[src/fsp_pkg.sv]
// Shared constants, command codes, status layout and carrier types
// for the flash status and multiplexed programming port.
// Assumes a single 50 MHz clock domain inside the device.
package fsp_pkg;

  localparam int ADDR_W   = 20;
  localparam int ROW_W    = 11;
  localparam int COL_W    = 9;
  localparam int DATA_W   = 8;
  localparam int SECT_HI  = 19;
  localparam int SECT_LO  = 16;
  localparam int NUM_SECT = 16;
  localparam int ID_SEL_BIT = 0;

  localparam logic [3:0] TOP_SECTOR = 4'hf;

  // Command bytes
  localparam logic [7:0] CMD_READ_ARRAY   = 8'hff;
  localparam logic [7:0] CMD_ERASE_SETUP  = 8'h20;
  localparam logic [7:0] CMD_CONFIRM      = 8'hd0;
  localparam logic [7:0] CMD_PROG_SETUP   = 8'h40;
  localparam logic [7:0] CMD_PROG_ALT     = 8'h10;
  localparam logic [7:0] CMD_SUSPEND      = 8'hb0;
  localparam logic [7:0] CMD_ID_ENTRY     = 8'h90;
  localparam logic [7:0] CMD_STATUS_READ  = 8'h70;
  localparam logic [7:0] CMD_STATUS_CLEAR = 8'h50;

  // Status bit positions
  localparam int ST_READY      = 7;
  localparam int ST_ERASE_SUSP = 6;
  localparam int ST_ERASE_ERR  = 5;
  localparam int ST_PROG_ERR   = 4;
  localparam int ST_SUPPLY_LOW = 3;
  localparam int ST_PROG_SUSP  = 2;
  localparam int ST_PROTECT    = 1;
  localparam int ST_RSVD       = 0;

  localparam logic [7:0] STATUS_RESET = 8'h80;
  localparam logic       RSVD_VALUE   = 1'b0;

  // Identifier bytes; values are arbitrary
  localparam logic [7:0] MAKER_CODE  = 8'h5a;
  localparam logic [7:0] PART_CODE   = 8'ha5;

  typedef enum logic [1:0] {
    RD_ARRAY  = 2'b00,
    RD_STATUS = 2'b01,
    RD_ID     = 2'b11
  } fsp_read_mode_t;

  typedef enum logic [1:0] {
    CMD_IDLE         = 2'b00,
    CMD_WAIT_DATA    = 2'b01,
    CMD_WAIT_CONFIRM = 2'b11
  } fsp_cmd_state_t;

  typedef enum logic [1:0] {
    SEQ_IDLE = 2'b00,
    SEQ_BUSY = 2'b01,
    SEQ_HELD = 2'b11
  } fsp_seq_state_t;

  typedef struct packed {
    logic              erase;
    logic [ADDR_W-1:0] addr;
    logic [DATA_W-1:0] data;
  } fsp_op_t;

  typedef struct packed {
    logic eraseErr;
    logic progErr;
    logic supplyLow;
    logic protect;
  } fsp_err_t;

  typedef struct packed {
    logic              interfaceSelect;
    logic              rowColStrobe;
    logic              outputEnableN;
    logic              writeEnableN;
    logic              resetN;
    logic              supplyLow;
    logic              topSectorGuardN;
    logic              writeProtectN;
    logic [ROW_W-1:0]  addr;
    logic [DATA_W-1:0] data;
  } fsp_pins_t;

  // Pin levels with every strobe idle and the port deselected
  localparam fsp_pins_t PINS_IDLE = '{interfaceSelect: 1'b0,
                                      rowColStrobe:    1'b1,
                                      outputEnableN:   1'b1,
                                      writeEnableN:    1'b1,
                                      resetN:          1'b1,
                                      supplyLow:       1'b0,
                                      topSectorGuardN: 1'b1,
                                      writeProtectN:   1'b1,
                                      addr:            '0,
                                      data:            '0};

endpackage

[src/flash_status_and_mux_port.sv]
// Multiplexed parallel programming port, command decode, write
// sequencer front end and status register reads.
// Assumes an array back end on clk that performs erase and program.
`timescale 1ns/1ps
module flash_status_and_mux_port
  import fsp_pkg::*;
(
  input  wire logic                clk,
  input  wire logic                rst,
  input  wire logic                interfaceSelect,
  input  wire logic                rowColStrobe,
  input  wire logic                outputEnableN,
  input  wire logic                writeEnableN,
  input  wire logic                resetN,
  input  wire logic [ROW_W-1:0]    addrPins,
  input  wire logic [DATA_W-1:0]   dataLinesIn,
  output logic [DATA_W-1:0]        dataLinesOut,
  output logic                     dataLinesOeN,
  output logic                     readyBusyOut,
  output logic                     readyBusyOeN,
  input  wire logic                supplyLow,
  input  wire logic                topSectorGuardN,
  input  wire logic                writeProtectN,
  input  wire logic [NUM_SECT-1:0] sectorLock,
  output logic [ADDR_W-1:0]        arrayAddr,
  input  wire logic [DATA_W-1:0]   arrayRdData,
  output logic                     opStart,
  output logic                     opErase,
  output logic [ADDR_W-1:0]        opAddr,
  output logic [DATA_W-1:0]        opData,
  output logic                     opSuspend,
  input  wire logic                opHalted,
  input  wire logic                opDone,
  input  wire logic                opFail
);

  fsp_pins_t      pinsRaw;
  fsp_pins_t      pins;
  fsp_pins_t      pinsPrev;
  logic [ROW_W-1:0] rowAddr;
  logic [COL_W-1:0] colAddr;
  logic [ADDR_W-1:0] fullAddr;
  fsp_read_mode_t readMode;
  fsp_read_mode_t next_readMode;
  fsp_cmd_state_t cmdState;
  fsp_cmd_state_t next_cmdState;
  fsp_seq_state_t seqState;
  fsp_op_t        curOp;
  fsp_op_t        savedOp;
  fsp_op_t        newOp;
  fsp_err_t       setErr;
  logic           nested;
  logic           modeOn;
  logic           portRst;
  logic           weRise;
  logic           rcFall;
  logic           rcRise;
  logic           writeValid;
  logic [DATA_W-1:0] wrData;
  logic           busy;
  logic           startProg;
  logic           startErase;
  logic           clearReq;
  logic           suspendCmd;
  logic           resumeCmd;
  logic           badSeq;
  logic           guarded;
  logic           eraseSusp;
  logic           progSusp;
  logic [7:0]     statusByte;
  logic [3:0]     sector;

  assign pinsRaw = '{interfaceSelect: interfaceSelect,
                     rowColStrobe:    rowColStrobe,
                     outputEnableN:   outputEnableN,
                     writeEnableN:    writeEnableN,
                     resetN:          resetN,
                     supplyLow:       supplyLow,
                     topSectorGuardN: topSectorGuardN,
                     writeProtectN:   writeProtectN,
                     addr:            addrPins,
                     data:            dataLinesIn};

  fsp_sync u_sync (
    .clk     (clk),
    .rst     (rst),
    .pinsIn  (pinsRaw),
    .pinsOut (pins)
  );

  always_ff @(posedge clk) begin
    if (rst) begin
      pinsPrev <= PINS_IDLE;
    end else begin
      pinsPrev <= pins;
    end
  end

  // port active only with select high
  // An undriven select pin is held low outside, so the port stays off
  assign modeOn  = pins.interfaceSelect;
  assign portRst = !pins.resetN;
  assign rcFall  = !pins.rowColStrobe && pinsPrev.rowColStrobe;
  assign rcRise  = pins.rowColStrobe && !pinsPrev.rowColStrobe;
  // write on strobe release
  // Data is taken from the last sample while the strobe was still low
  assign weRise     = pins.writeEnableN && !pinsPrev.writeEnableN;
  assign writeValid = weRise && modeOn && pins.resetN &&
                      pinsPrev.outputEnableN;
  assign wrData     = pinsPrev.data;

  always_ff @(posedge clk) begin
    if (rst) begin
      rowAddr <= '0;
      colAddr <= '0;
    end else if (modeOn) begin
      if (rcFall) begin
        rowAddr <= pins.addr;
      end
      if (rcRise) begin
        colAddr <= pins.addr[COL_W-1:0];
      end
    end
  end

  assign fullAddr = {colAddr, rowAddr};
  assign sector   = fullAddr[SECT_HI:SECT_LO];
  assign busy     = (seqState == SEQ_BUSY);
  assign eraseSusp = (seqState == SEQ_HELD) && savedOp.erase;
  assign progSusp  = (seqState == SEQ_HELD) && !savedOp.erase;

  always_comb begin
    next_cmdState = cmdState;
    next_readMode = readMode;
    startProg     = 1'b0;
    startErase    = 1'b0;
    clearReq      = 1'b0;
    suspendCmd    = 1'b0;
    resumeCmd     = 1'b0;
    badSeq        = 1'b0;
    if (portRst) begin
      next_cmdState = CMD_IDLE;
      next_readMode = RD_ARRAY;
    end else if (writeValid) begin
      case (cmdState)
        CMD_WAIT_DATA: begin
          next_cmdState = CMD_IDLE;
          next_readMode = RD_STATUS;
          startProg     = 1'b1;
        end
        CMD_WAIT_CONFIRM: begin
          next_cmdState = CMD_IDLE;
          next_readMode = RD_STATUS;
          if (wrData == CMD_CONFIRM) begin
            startErase = 1'b1;
          end else begin
            badSeq = 1'b1;
          end
        end
        default: begin
          case (wrData)
            CMD_READ_ARRAY: begin
              if (!busy) begin
                next_readMode = RD_ARRAY;
              end
            end
            CMD_STATUS_READ: begin
              next_readMode = RD_STATUS;
            end
            CMD_STATUS_CLEAR: begin
              clearReq = 1'b1;
            end
            CMD_ID_ENTRY: begin
              if (!busy) begin
                next_readMode = RD_ID;
              end
            end
            CMD_ERASE_SETUP: begin
              if (seqState == SEQ_IDLE) begin
                next_cmdState = CMD_WAIT_CONFIRM;
              end
              next_readMode = RD_STATUS;
            end
            CMD_PROG_SETUP, CMD_PROG_ALT: begin
              if (!busy && !progSusp) begin
                next_cmdState = CMD_WAIT_DATA;
              end
              next_readMode = RD_STATUS;
            end
            CMD_SUSPEND: begin
              suspendCmd    = 1'b1;
              next_readMode = RD_STATUS;
            end
            CMD_CONFIRM: begin
              resumeCmd     = 1'b1;
              next_readMode = RD_STATUS;
            end
            default: begin
            end
          endcase
        end
      endcase
    end
  end

  always_ff @(posedge clk) begin
    if (rst) begin
      cmdState <= CMD_IDLE;
      readMode <= RD_ARRAY;
    end else begin
      cmdState <= next_cmdState;
      readMode <= next_readMode;
    end
  end

  assign guarded = sectorLock[sector] ||
                   ((sector == TOP_SECTOR) ? !pins.topSectorGuardN
                                           : !pins.writeProtectN);
  assign newOp = '{erase: startErase, addr: fullAddr, data: wrData};

  always_comb begin
    setErr = '0;
    if (badSeq) begin
      setErr.eraseErr = 1'b1;
      setErr.progErr  = 1'b1;
    end
    if (startProg || startErase) begin
      if (guarded) begin
        setErr.protect = 1'b1;
      end else if (pins.supplyLow) begin
        setErr.supplyLow = 1'b1;
      end
    end
    if (busy && opDone) begin
      setErr.eraseErr  = setErr.eraseErr | (opFail && curOp.erase);
      setErr.progErr   = setErr.progErr | (opFail && !curOp.erase);
      setErr.supplyLow = setErr.supplyLow | pins.supplyLow;
    end
  end

  // Write sequencer front end; the back end runs the algorithm
  always_ff @(posedge clk) begin
    if (rst) begin
      seqState  <= SEQ_IDLE;
      curOp     <= '0;
      savedOp   <= '0;
      nested    <= 1'b0;
      opStart   <= 1'b0;
      opSuspend <= 1'b0;
    end else begin
      opStart <= 1'b0;
      case (seqState)
        SEQ_IDLE: begin
          if ((startProg || startErase) && !guarded && !pins.supplyLow) begin
            seqState <= SEQ_BUSY;
            curOp    <= newOp;
            opStart  <= 1'b1;
          end
        end
        SEQ_BUSY: begin
          if (opDone) begin
            opSuspend <= nested;
            nested    <= 1'b0;
            seqState  <= nested ? SEQ_HELD : SEQ_IDLE;
            curOp     <= nested ? savedOp : curOp;
          end else if (opSuspend && opHalted && !nested) begin
            seqState <= SEQ_HELD;
            savedOp  <= curOp;
          end else if (suspendCmd && !nested) begin
            opSuspend <= 1'b1;
          end
        end
        SEQ_HELD: begin
          // Erase may host one program elsewhere; no deeper nesting
          if (startProg && savedOp.erase && !guarded &&
              !pins.supplyLow) begin
            seqState <= SEQ_BUSY;
            curOp    <= newOp;
            nested   <= 1'b1;
            opStart  <= 1'b1;
          end else if (resumeCmd) begin
            seqState  <= SEQ_BUSY;
            curOp     <= savedOp;
            opSuspend <= 1'b0;
          end
        end
        default: begin
          seqState <= SEQ_IDLE;
        end
      endcase
    end
  end

  assign opErase = curOp.erase;
  assign opAddr  = curOp.addr;
  assign opData  = curOp.data;

  fsp_status u_status (
    .clk       (clk),
    .rst       (rst),
    .ready     (!busy),
    .eraseSusp (eraseSusp),
    .progSusp  (progSusp),
    .setErr    (setErr),
    .clear     (clearReq),
    .status    (statusByte)
  );

  // Read data path
  always_ff @(posedge clk) begin
    if (rst) begin
      dataLinesOut <= '0;
      arrayAddr    <= '0;
    end else begin
      arrayAddr <= fullAddr;
      case (readMode)
        RD_STATUS: dataLinesOut <= statusByte;
        RD_ID:     dataLinesOut <= rowAddr[ID_SEL_BIT] ? PART_CODE
                                                       : MAKER_CODE;
        default:   dataLinesOut <= arrayRdData;
      endcase
    end
  end

  always_ff @(posedge clk) begin
    if (rst) begin
      dataLinesOeN <= 1'b1;
    end else begin
      dataLinesOeN <= !(modeOn && pins.resetN && !pins.outputEnableN &&
                        pins.writeEnableN);
    end
  end

  always_ff @(posedge clk) begin
    if (rst) begin
      readyBusyOut <= 1'b0;
      readyBusyOeN <= 1'b1;
    end else begin
      readyBusyOut <= 1'b0;
      readyBusyOeN <= !(modeOn && busy);
    end
  end

endmodule

[src/fsp_sync.sv]
// Two-flop synchroniser for the whole pin bundle.
// Assumes every bundled pin is asynchronous to clk.
`timescale 1ns/1ps
module fsp_sync
  import fsp_pkg::*;
(
  input  wire logic      clk,
  input  wire logic      rst,
  input  wire fsp_pins_t pinsIn,
  output fsp_pins_t      pinsOut
);

  fsp_pins_t stage1;

  // Stage one feeds stage two only
  always_ff @(posedge clk) begin
    if (rst) begin
      // Idle levels, so no false strobe edge follows reset
      stage1  <= PINS_IDLE;
      pinsOut <= PINS_IDLE;
    end else begin
      stage1  <= pinsIn;
      pinsOut <= stage1;
    end
  end

endmodule

[src/fsp_status.sv]
// Operation status byte: live sequencer bits plus sticky error flags.
// Assumes set requests come only from the write sequencer.
`timescale 1ns/1ps
module fsp_status
  import fsp_pkg::*;
(
  input  wire logic       clk,
  input  wire logic       rst,
  input  wire logic       ready,
  input  wire logic       eraseSusp,
  input  wire logic       progSusp,
  input  wire fsp_err_t   setErr,
  input  wire logic       clear,
  output logic [7:0]      status
);

  fsp_err_t errs;

  // sticky flags
  // Set wins over a clear in the same cycle so no failure is lost
  always_ff @(posedge clk) begin
    if (rst) begin
      errs <= '0;
    end else begin
      errs <= setErr | (clear ? fsp_err_t'('0) : errs);
    end
  end

  always_comb begin
    status                = '0;
    status[ST_READY]      = ready;
    status[ST_ERASE_SUSP] = eraseSusp;
    status[ST_PROG_SUSP]  = progSusp;
    status[ST_ERASE_ERR]  = errs.eraseErr;
    status[ST_PROG_ERR]   = errs.progErr;
    status[ST_SUPPLY_LOW] = errs.supplyLow;
    status[ST_PROTECT]    = errs.protect;
    status[ST_RSVD]       = RSVD_VALUE;
  end

endmodule

[config.mk]
export PLATFORM = sky130hd
export DESIGN_NAME = flash_status_and_mux_port
export DESIGN_NICKNAME = d
export VERILOG_FILES = /design/src/fsp_pkg.sv /design/src/flash_status_and_mux_port.sv /design/src/fsp_sync.sv /design/src/fsp_status.sv
export SDC_FILE = /design/constraint.sdc
export NUM_CORES = 1
export LEC_CHECK = 0
export BUFFER_PORTS_ARGS = -buffer_cell sky130_fd_sc_hd__buf_2
export CAP_MARGIN = 40
export CORE_ASPECT_RATIO = 0.8
export CORE_UTILIZATION = 50
export CTS_BUF_LIST = sky130_fd_sc_hd__clkbuf_8 sky130_fd_sc_hd__clkbuf_16
export DETAILED_ROUTE_END_ITERATION = 10
export MAX_ROUTING_LAYER = met4
export PLACE_DENSITY = 0.75
export SLEW_MARGIN = 20
export SYNTH_ARGS = -nofsm -noshare
export SYNTH_HDL_FRONTEND = slang
export SYNTH_SLANG_ARGS = --single-unit
[constraint.sdc]
create_clock -name clk -period 2.7 [get_ports clk]
set_input_delay 0.675 -clock clk [delete_from_list [all_inputs] [get_ports clk]]
set_output_delay 0.675 -clock clk [all_outputs]
set_load 0.02 [all_outputs]
### Word level (Yosys, flattened, before mapping)

Cells that the tools add are included.

* output and inout bits: 62
* bits of input ports: 56
* flip-flop bits (word level): 186

* eq/ne operators: 30
* reduce and logical (&&, ||, !) cells: 59
* $lt $le $gt $ge: 1
* muxes and demuxes: 67
* bitwise gates (word level): 6

Operators by type and width (count)
* two-way mux 29 bit: 5
* one-hot mux 29 bit (3 select lines): 1
* two-way mux 1 bit: 36
* equality test 8 bit, second input constant: 4
* two-way mux 2 bit: 14
* equality test 8 x 7 -> 1 bit, second input constant: 3
* logical AND 1 bit: 24
* one-hot mux 8 bit (2 select lines): 1
* zero test 1 bit: 15
* != test 3 bit, second input constant: 5
* one-hot mux 2 bit (3 select lines): 2
* AND reduction 5 bit: 2
* != test 3 x 2 -> 1 bit, second input constant: 3
* AND reduction 3 bit: 3
* equality test 8 x 5 -> 1 bit, second input constant: 1
* equality test 8 x 6 -> 1 bit, second input constant: 1
* two-way mux 8 bit: 1
* != test 2 bit, second input constant: 4
* AND reduction 4 bit: 2
* equality test 2 x 1 -> 1 bit, second input constant: 3
* equality test 2 bit, second input constant: 3
* one-hot mux 1 bit (2 select lines): 3
* nonzero test 3 bit: 2
* OR reduction 2 bit: 3
* other kinds (16): 22

### Logic depth before layout (Yosys ltp)

* word-level depth: 12
* mapped depth: 9

### By module

Synthesis repeated with hierarchy kept, for this count alone.

* cells, all modules: 830
* area, all modules: 7709.9 um2

By module, submodules not included
* flash_status_and_mux_port: area each 6082.1 um2, instances 1, cells each 696
* fsp_sync: area each 1453.9 um2, instances 1, cells each 113
* fsp_status: area each 173.9 um2, instances 1, cells each 21

### Worst setup path after synthesis

OpenSTA, ideal clock, no wires.

* path kind: reg-to-reg
* start point: register pinsPrev, in the netlist wrData[3]
* end point: register curOp, in the netlist opAddr[11]
* setup slack: 0.034 ns
* required time: 2.566 ns
* arrival time: 2.532 ns
* buffers on the path: 2
* cell stages (with the launch flop): 9
* cell sequence: dfxtp_1 or4_4 or4_4 a211o_1 o31ai_4 and3_1 buf_4 buf_4 a211oi_1

* cells in the longest elaborated chain, start to end: 10

Ends and longest elaborated chain
* start: declaration: RTL line flash_status_and_mux_port.sv:39 `fsp_pins_t pinsPrev;`
* start signal: assignment: RTL line flash_status_and_mux_port.sv:95 `pinsPrev <= pins;`
* equality test 8 bit *: RTL line flash_status_and_mux_port.sv:154, flash_status_and_mux_port.sv:161
* two-way mux 1 bit *: RTL line flash_status_and_mux_port.sv:154, flash_status_and_mux_port.sv:161
* two-way mux 1 bit: RTL line flash_status_and_mux_port.sv:145 `case (cmdState)`
* two-way mux 1 bit: RTL line flash_status_and_mux_port.sv:144 `end else if (writeValid) begin`
* two-way mux 1 bit: RTL line flash_status_and_mux_port.sv:141 `if (portRst) begin`
* logical OR 1 bit: RTL line flash_status_and_mux_port.sv:254 `if ((startProg || startErase) && !guarded && !pins.supplyLow) begin`
* logical AND 1 bit (2 in a row): RTL line flash_status_and_mux_port.sv:254
* != test 2 x 1 -> 1 bit (no line)
* AND reduction 5 bit (no line) *
* end signal: assignment: RTL line flash_status_and_mux_port.sv:256 `curOp <= newOp;`
* end signal: assignment: RTL line flash_status_and_mux_port.sv:265 `curOp <= nested ? savedOp : curOp;`
* end signal: assignment: RTL line flash_status_and_mux_port.sv:278 `curOp <= newOp;`
* end: declaration: RTL line flash_status_and_mux_port.sv:48 `fsp_op_t curOp;`

Every way passes the cells marked *; elsewhere a longest branch is shown, timed or not.
A chain may end at the register's enable or synchronous reset.

### Worst setup path in the final report

* start point: register pinsPrev, in the netlist wrData[3]
* end point: register curOp, in the netlist opData[4]

Same word-level chain as after synthesis.

==> results.py <==
metrics = {
    "outcome": {
        "outcome": "finished, violations left",
        "violations": "setup timing",
    },
    "synth": {
        "syn_inst": 700,
        "synth-main-ff-cell": "dfxtp_1",
        "synth_compound_area_share_pct": 18.1,
        "ys_seq_elements": 186,
        "synth_top_family_by_area": "simple AND/OR/NAND/NOR gates",
        "netlist-cell-type-count": 53,
        "syn-num-nets": 760,
        "synth_fa_ha_area_share_pct": 0.737,
        "synth-async-reset-ratio_pct": 0,
        "postSynthAreaPerCell_um2": 9.70,
        "synth_xor_area_share_pct": 0.258,
        "netlist_area_um2": 6790,
        "seq_area_frac_synth_pct": 54.9,
        "synth-edff-count": 0,
        "ys_warn_count": 0,
        "yosys.area_share.simple_pct": 18.6,
        "synth.area.mux_share_pct": 3.39,
    },
    "timing": {
        "tightestPinTransition_ns": 0.796,
        "worst_slack_ns": -0.0166,
        "max_freq_ghz": 0.368,
        "relSlewSlack_pct": 46.8,
        "rsz0062_at_grt": "true",
        "finClkSkew_ns": 0.0120,
        "period_needed_ns": 2.72,
        "hold_viol_final": 0,
        "drv_slew": 0,
        "setup_viol": 8,
        "fin_crit_sh_pct": 101,
    },
    "placed_design": {
        "gp_congestion": 0.886,
        "place.detailed.hpwl_mm": 11.6,
        "portBuffers": 116,
        "placed_area_um2": 7670,
        "dp.cells": 968,
    },
    "route": {
        "viasPerCell": 5.69,
        "via_count": 5711,
        "finalWirelength_mm": 17.3,
        "dr.pass1.iters": 5,
        "wire_per_inst_um": 17.2,
        "route.detailed.drc": 0,
        "detail-route-antenna-nets": 0,
        "drt_iter0_drc": 542,
    },
    "setup_path": {
        "cp-start-kind": "register",
        "cp.arrival_ns": 3.02,
        "cp_max_fo": 14,
        "crit_type": "register to register",
        "end_kind": "register",
        "r2r.worst_path.cells": 8,
        "required_ns": 3.00,
    },
    "floorplanning": {
        "core_area_um2": 13100,
        "fp.dieW_um": 132,
        "io_pins": 118,
        "initial_core_util_pct": 52.0,
        "dieArea_um2": 14000,
        "die_y_um": 106,
        "row_count": 37,
    },
    "global_route": {
        "grt_max_degree": 52,
        "grtUsageMet1_pct": 34.3,
        "top_usage_layer": "met2",
        "grt_first_pass_wirelength_mm": 27.3,
        "met2_usage_pct": 38.5,
        "gr-total-overflow": 0,
        "antenna_found_initial": 0,
        "grtUsageTotal_pct": 25.8,
        "global_route.usage.met3_pct": 5.87,
        "grt_pass1_vias": 5368,
    },
    "clocking": {
        "cts_root_buf": "clkbuf_16",
        "clkSinkCount": 186,
        "cts_tree": "done",
        "numCtsBuffers": 17,
        "cts_hold_buf": 0,
        "clock_path_buffers": 2,
        "clk_pin_slew_worst_paths_ns": 0.07,
        "htreeDepth": 4,
        "clk_latency_ns": 0.43,
    },
    "flow_run": {
        "max_cap_violations": 0,
    },
    "cells_and_area": {
        "design_area_um2": 8420,
        "fin_util_pct": 64.5,
        "area_delta_synth_final_pct": 24.1,
        "layout-drive-gt1-share_pct": 26.4,
        "layout_common_cells": "dfxtp_1, buf_2, nor2b_1",
        "diodes": 0,
        "fin_cells": 1004,
        "final_common_cell": "dfxtp_1",
        "final_nets": 876,
    },
    "power_and_ir_drop": {
        "switchingPower_mw": 1.98,
        "internal_power_mw": 5.03,
        "power_density_nw_per_um2": 833,
        "switching_share_pct": 28.3,
        "p_leak_nw": 3.37,
        "clkPwrFrac_pct": 38.2,
        "comb_power_share_pct": 17.7,
        "seqPwrFrac_pct": 44.0,
        "ir_drop_mv": 0.566,
    },
    "hold_path": {
        "whs_path_depth": 1,
        "hp-class": "register to register",
    },
}
registers in the layout, indices dropped and copies added (netlist names), 9 cells and up:
| signal | flops |
|---|---|
| savedOp | 29 |
| u_sync.pinsOut | 27 |
| u_sync.stage1 | 27 |
| arrayAddr | 20 |
| opAddr | 20 |
| rowAddr | 11 |
| colAddr | 9 |
cell usage after synthesis, drive strengths merged (2+ instances only):
master / number / share of area (%)
a211o: 2 / 0.26
o21a: 2 / 0.22
or3: 2 / 0.18
mux4: 2 / 0.66
a211oi: 31 / 3.4
o21ai: 9 / 0.66
inv: 10 / 0.55
a311oi: 3 / 0.39
o21bai: 2 / 0.22
nand4: 3 / 0.28
o211ai: 3 / 0.33
mux2: 4 / 0.66
nor3b: 2 / 0.22
o31ai: 2 / 0.42
a31oi: 30 / 2.8
or2: 16 / 1.5
nor2b: 73 / 6.7
nand2b: 9 / 0.83
and2: 2 / 0.18
ha: 4 / 0.74
a21oi: 44 / 3.2
nor4: 7 / 0.65
dfxtp: 186 / 55
nand3: 11 / 0.81
o22a: 11 / 1.4
nand3b: 3 / 0.33
clkbuf: 43 / 2.4
a22oi: 32 / 3.5
a21o: 2 / 0.22
nand2: 72 / 4.0
nor3: 3 / 0.22
or4: 4 / 0.55
nor2: 26 / 1.4
mux2i: 14 / 2.1
o22ai: 2 / 0.18
buf: 13 / 1.0
and3: 5 / 0.46
layer usage:
metal  up-vias  part of all wire, %
met3        43                  7.1
li1       2708                    -
met4         0                  2.1
met5         -                    0
met1      2685                   46
met2       275                   45
final timing paths:
check	start	end	slack [ns]
min	u_sync.stage1[19]$_SDFF_PP1_	u_sync.pinsOut[19]$_SDFF_PP1_	0.41
min reg2reg	u_sync.stage1[19]$_SDFF_PP1_	u_sync.pinsOut[19]$_SDFF_PP1_	0.41
max reg2reg	wrData[3]$_SDFF_PP0_	opData[4]$_SDFFE_PP0P_	-0.02
max	wrData[3]$_SDFF_PP0_	opData[4]$_SDFFE_PP0P_	-0.02
power groups by stage:
stage          Sequential [mW]  Combinational [mW]  Clock [mW]
2_1_floorplan             3.28               0.574           0
3_3_place_gp              3.13                1.09           0
3_5_place_dp              3.14                1.12           0
4_1_cts                   3.08                1.22        2.71
5_1_grt                   3.11                1.33        2.84
6_report                  3.09                1.24        2.68
worst max-delay path: stages, from the launching register on:
cell and delay [ns]:
dfxtp_1 0.31, or4_4 0.53, or4_4 0.50, a211o_1 0.35, o31ai_4 0.25, buf_6 0.15, and3_4 0.24, clkbuf_16 0.19
a211oi_2 0.08
logic make-up after synthesis:
kind of cell,Yosys count
AND/OR/NAND/NOR,240
multiplexers,20
other,1
flip-flops,186
adder cells (fa/ha/maj),4
AO/OA/AOI/OAI,181
buffers and inverters,66
XOR/XNOR,2
through the flow:
step,TNS (ns),hold slack (ns),total power [mW],setup WS (ns)
detailed placement,-0.560,0.393,4.27,-0.0660
global placement,0,0.395,4.22,0.0494
CTS,0,0.404,7.02,0.0192
global route,-1.22,0.402,7.28,-0.0591
floorplan,0,0.389,3.85,0.0342
finish,-0.0571,0.410,7.01,-0.0166
layout make-up:
cell class                      count  area [um2]
Tap cell                          175         219
Clock inverter                     14         204
Clock buffer                       18         439
Sequential cell                   186        3720
Inverter                           10        37.5
Multi-Input combinational cell    448        2850
Fill cell                        1056        4640
Timing Repair Buffer              153         948
timing repair:
item                       in CTS  in global routing
setup endpoints to repair      28                 29
cloned                          1                  1
hold endpoints to repair        0                  0
pin swaps                       3                  8
gates resized for setup        10                  6
setup buffers                   2                  1
Note: power is estimated with default switching activity, not from simulation.
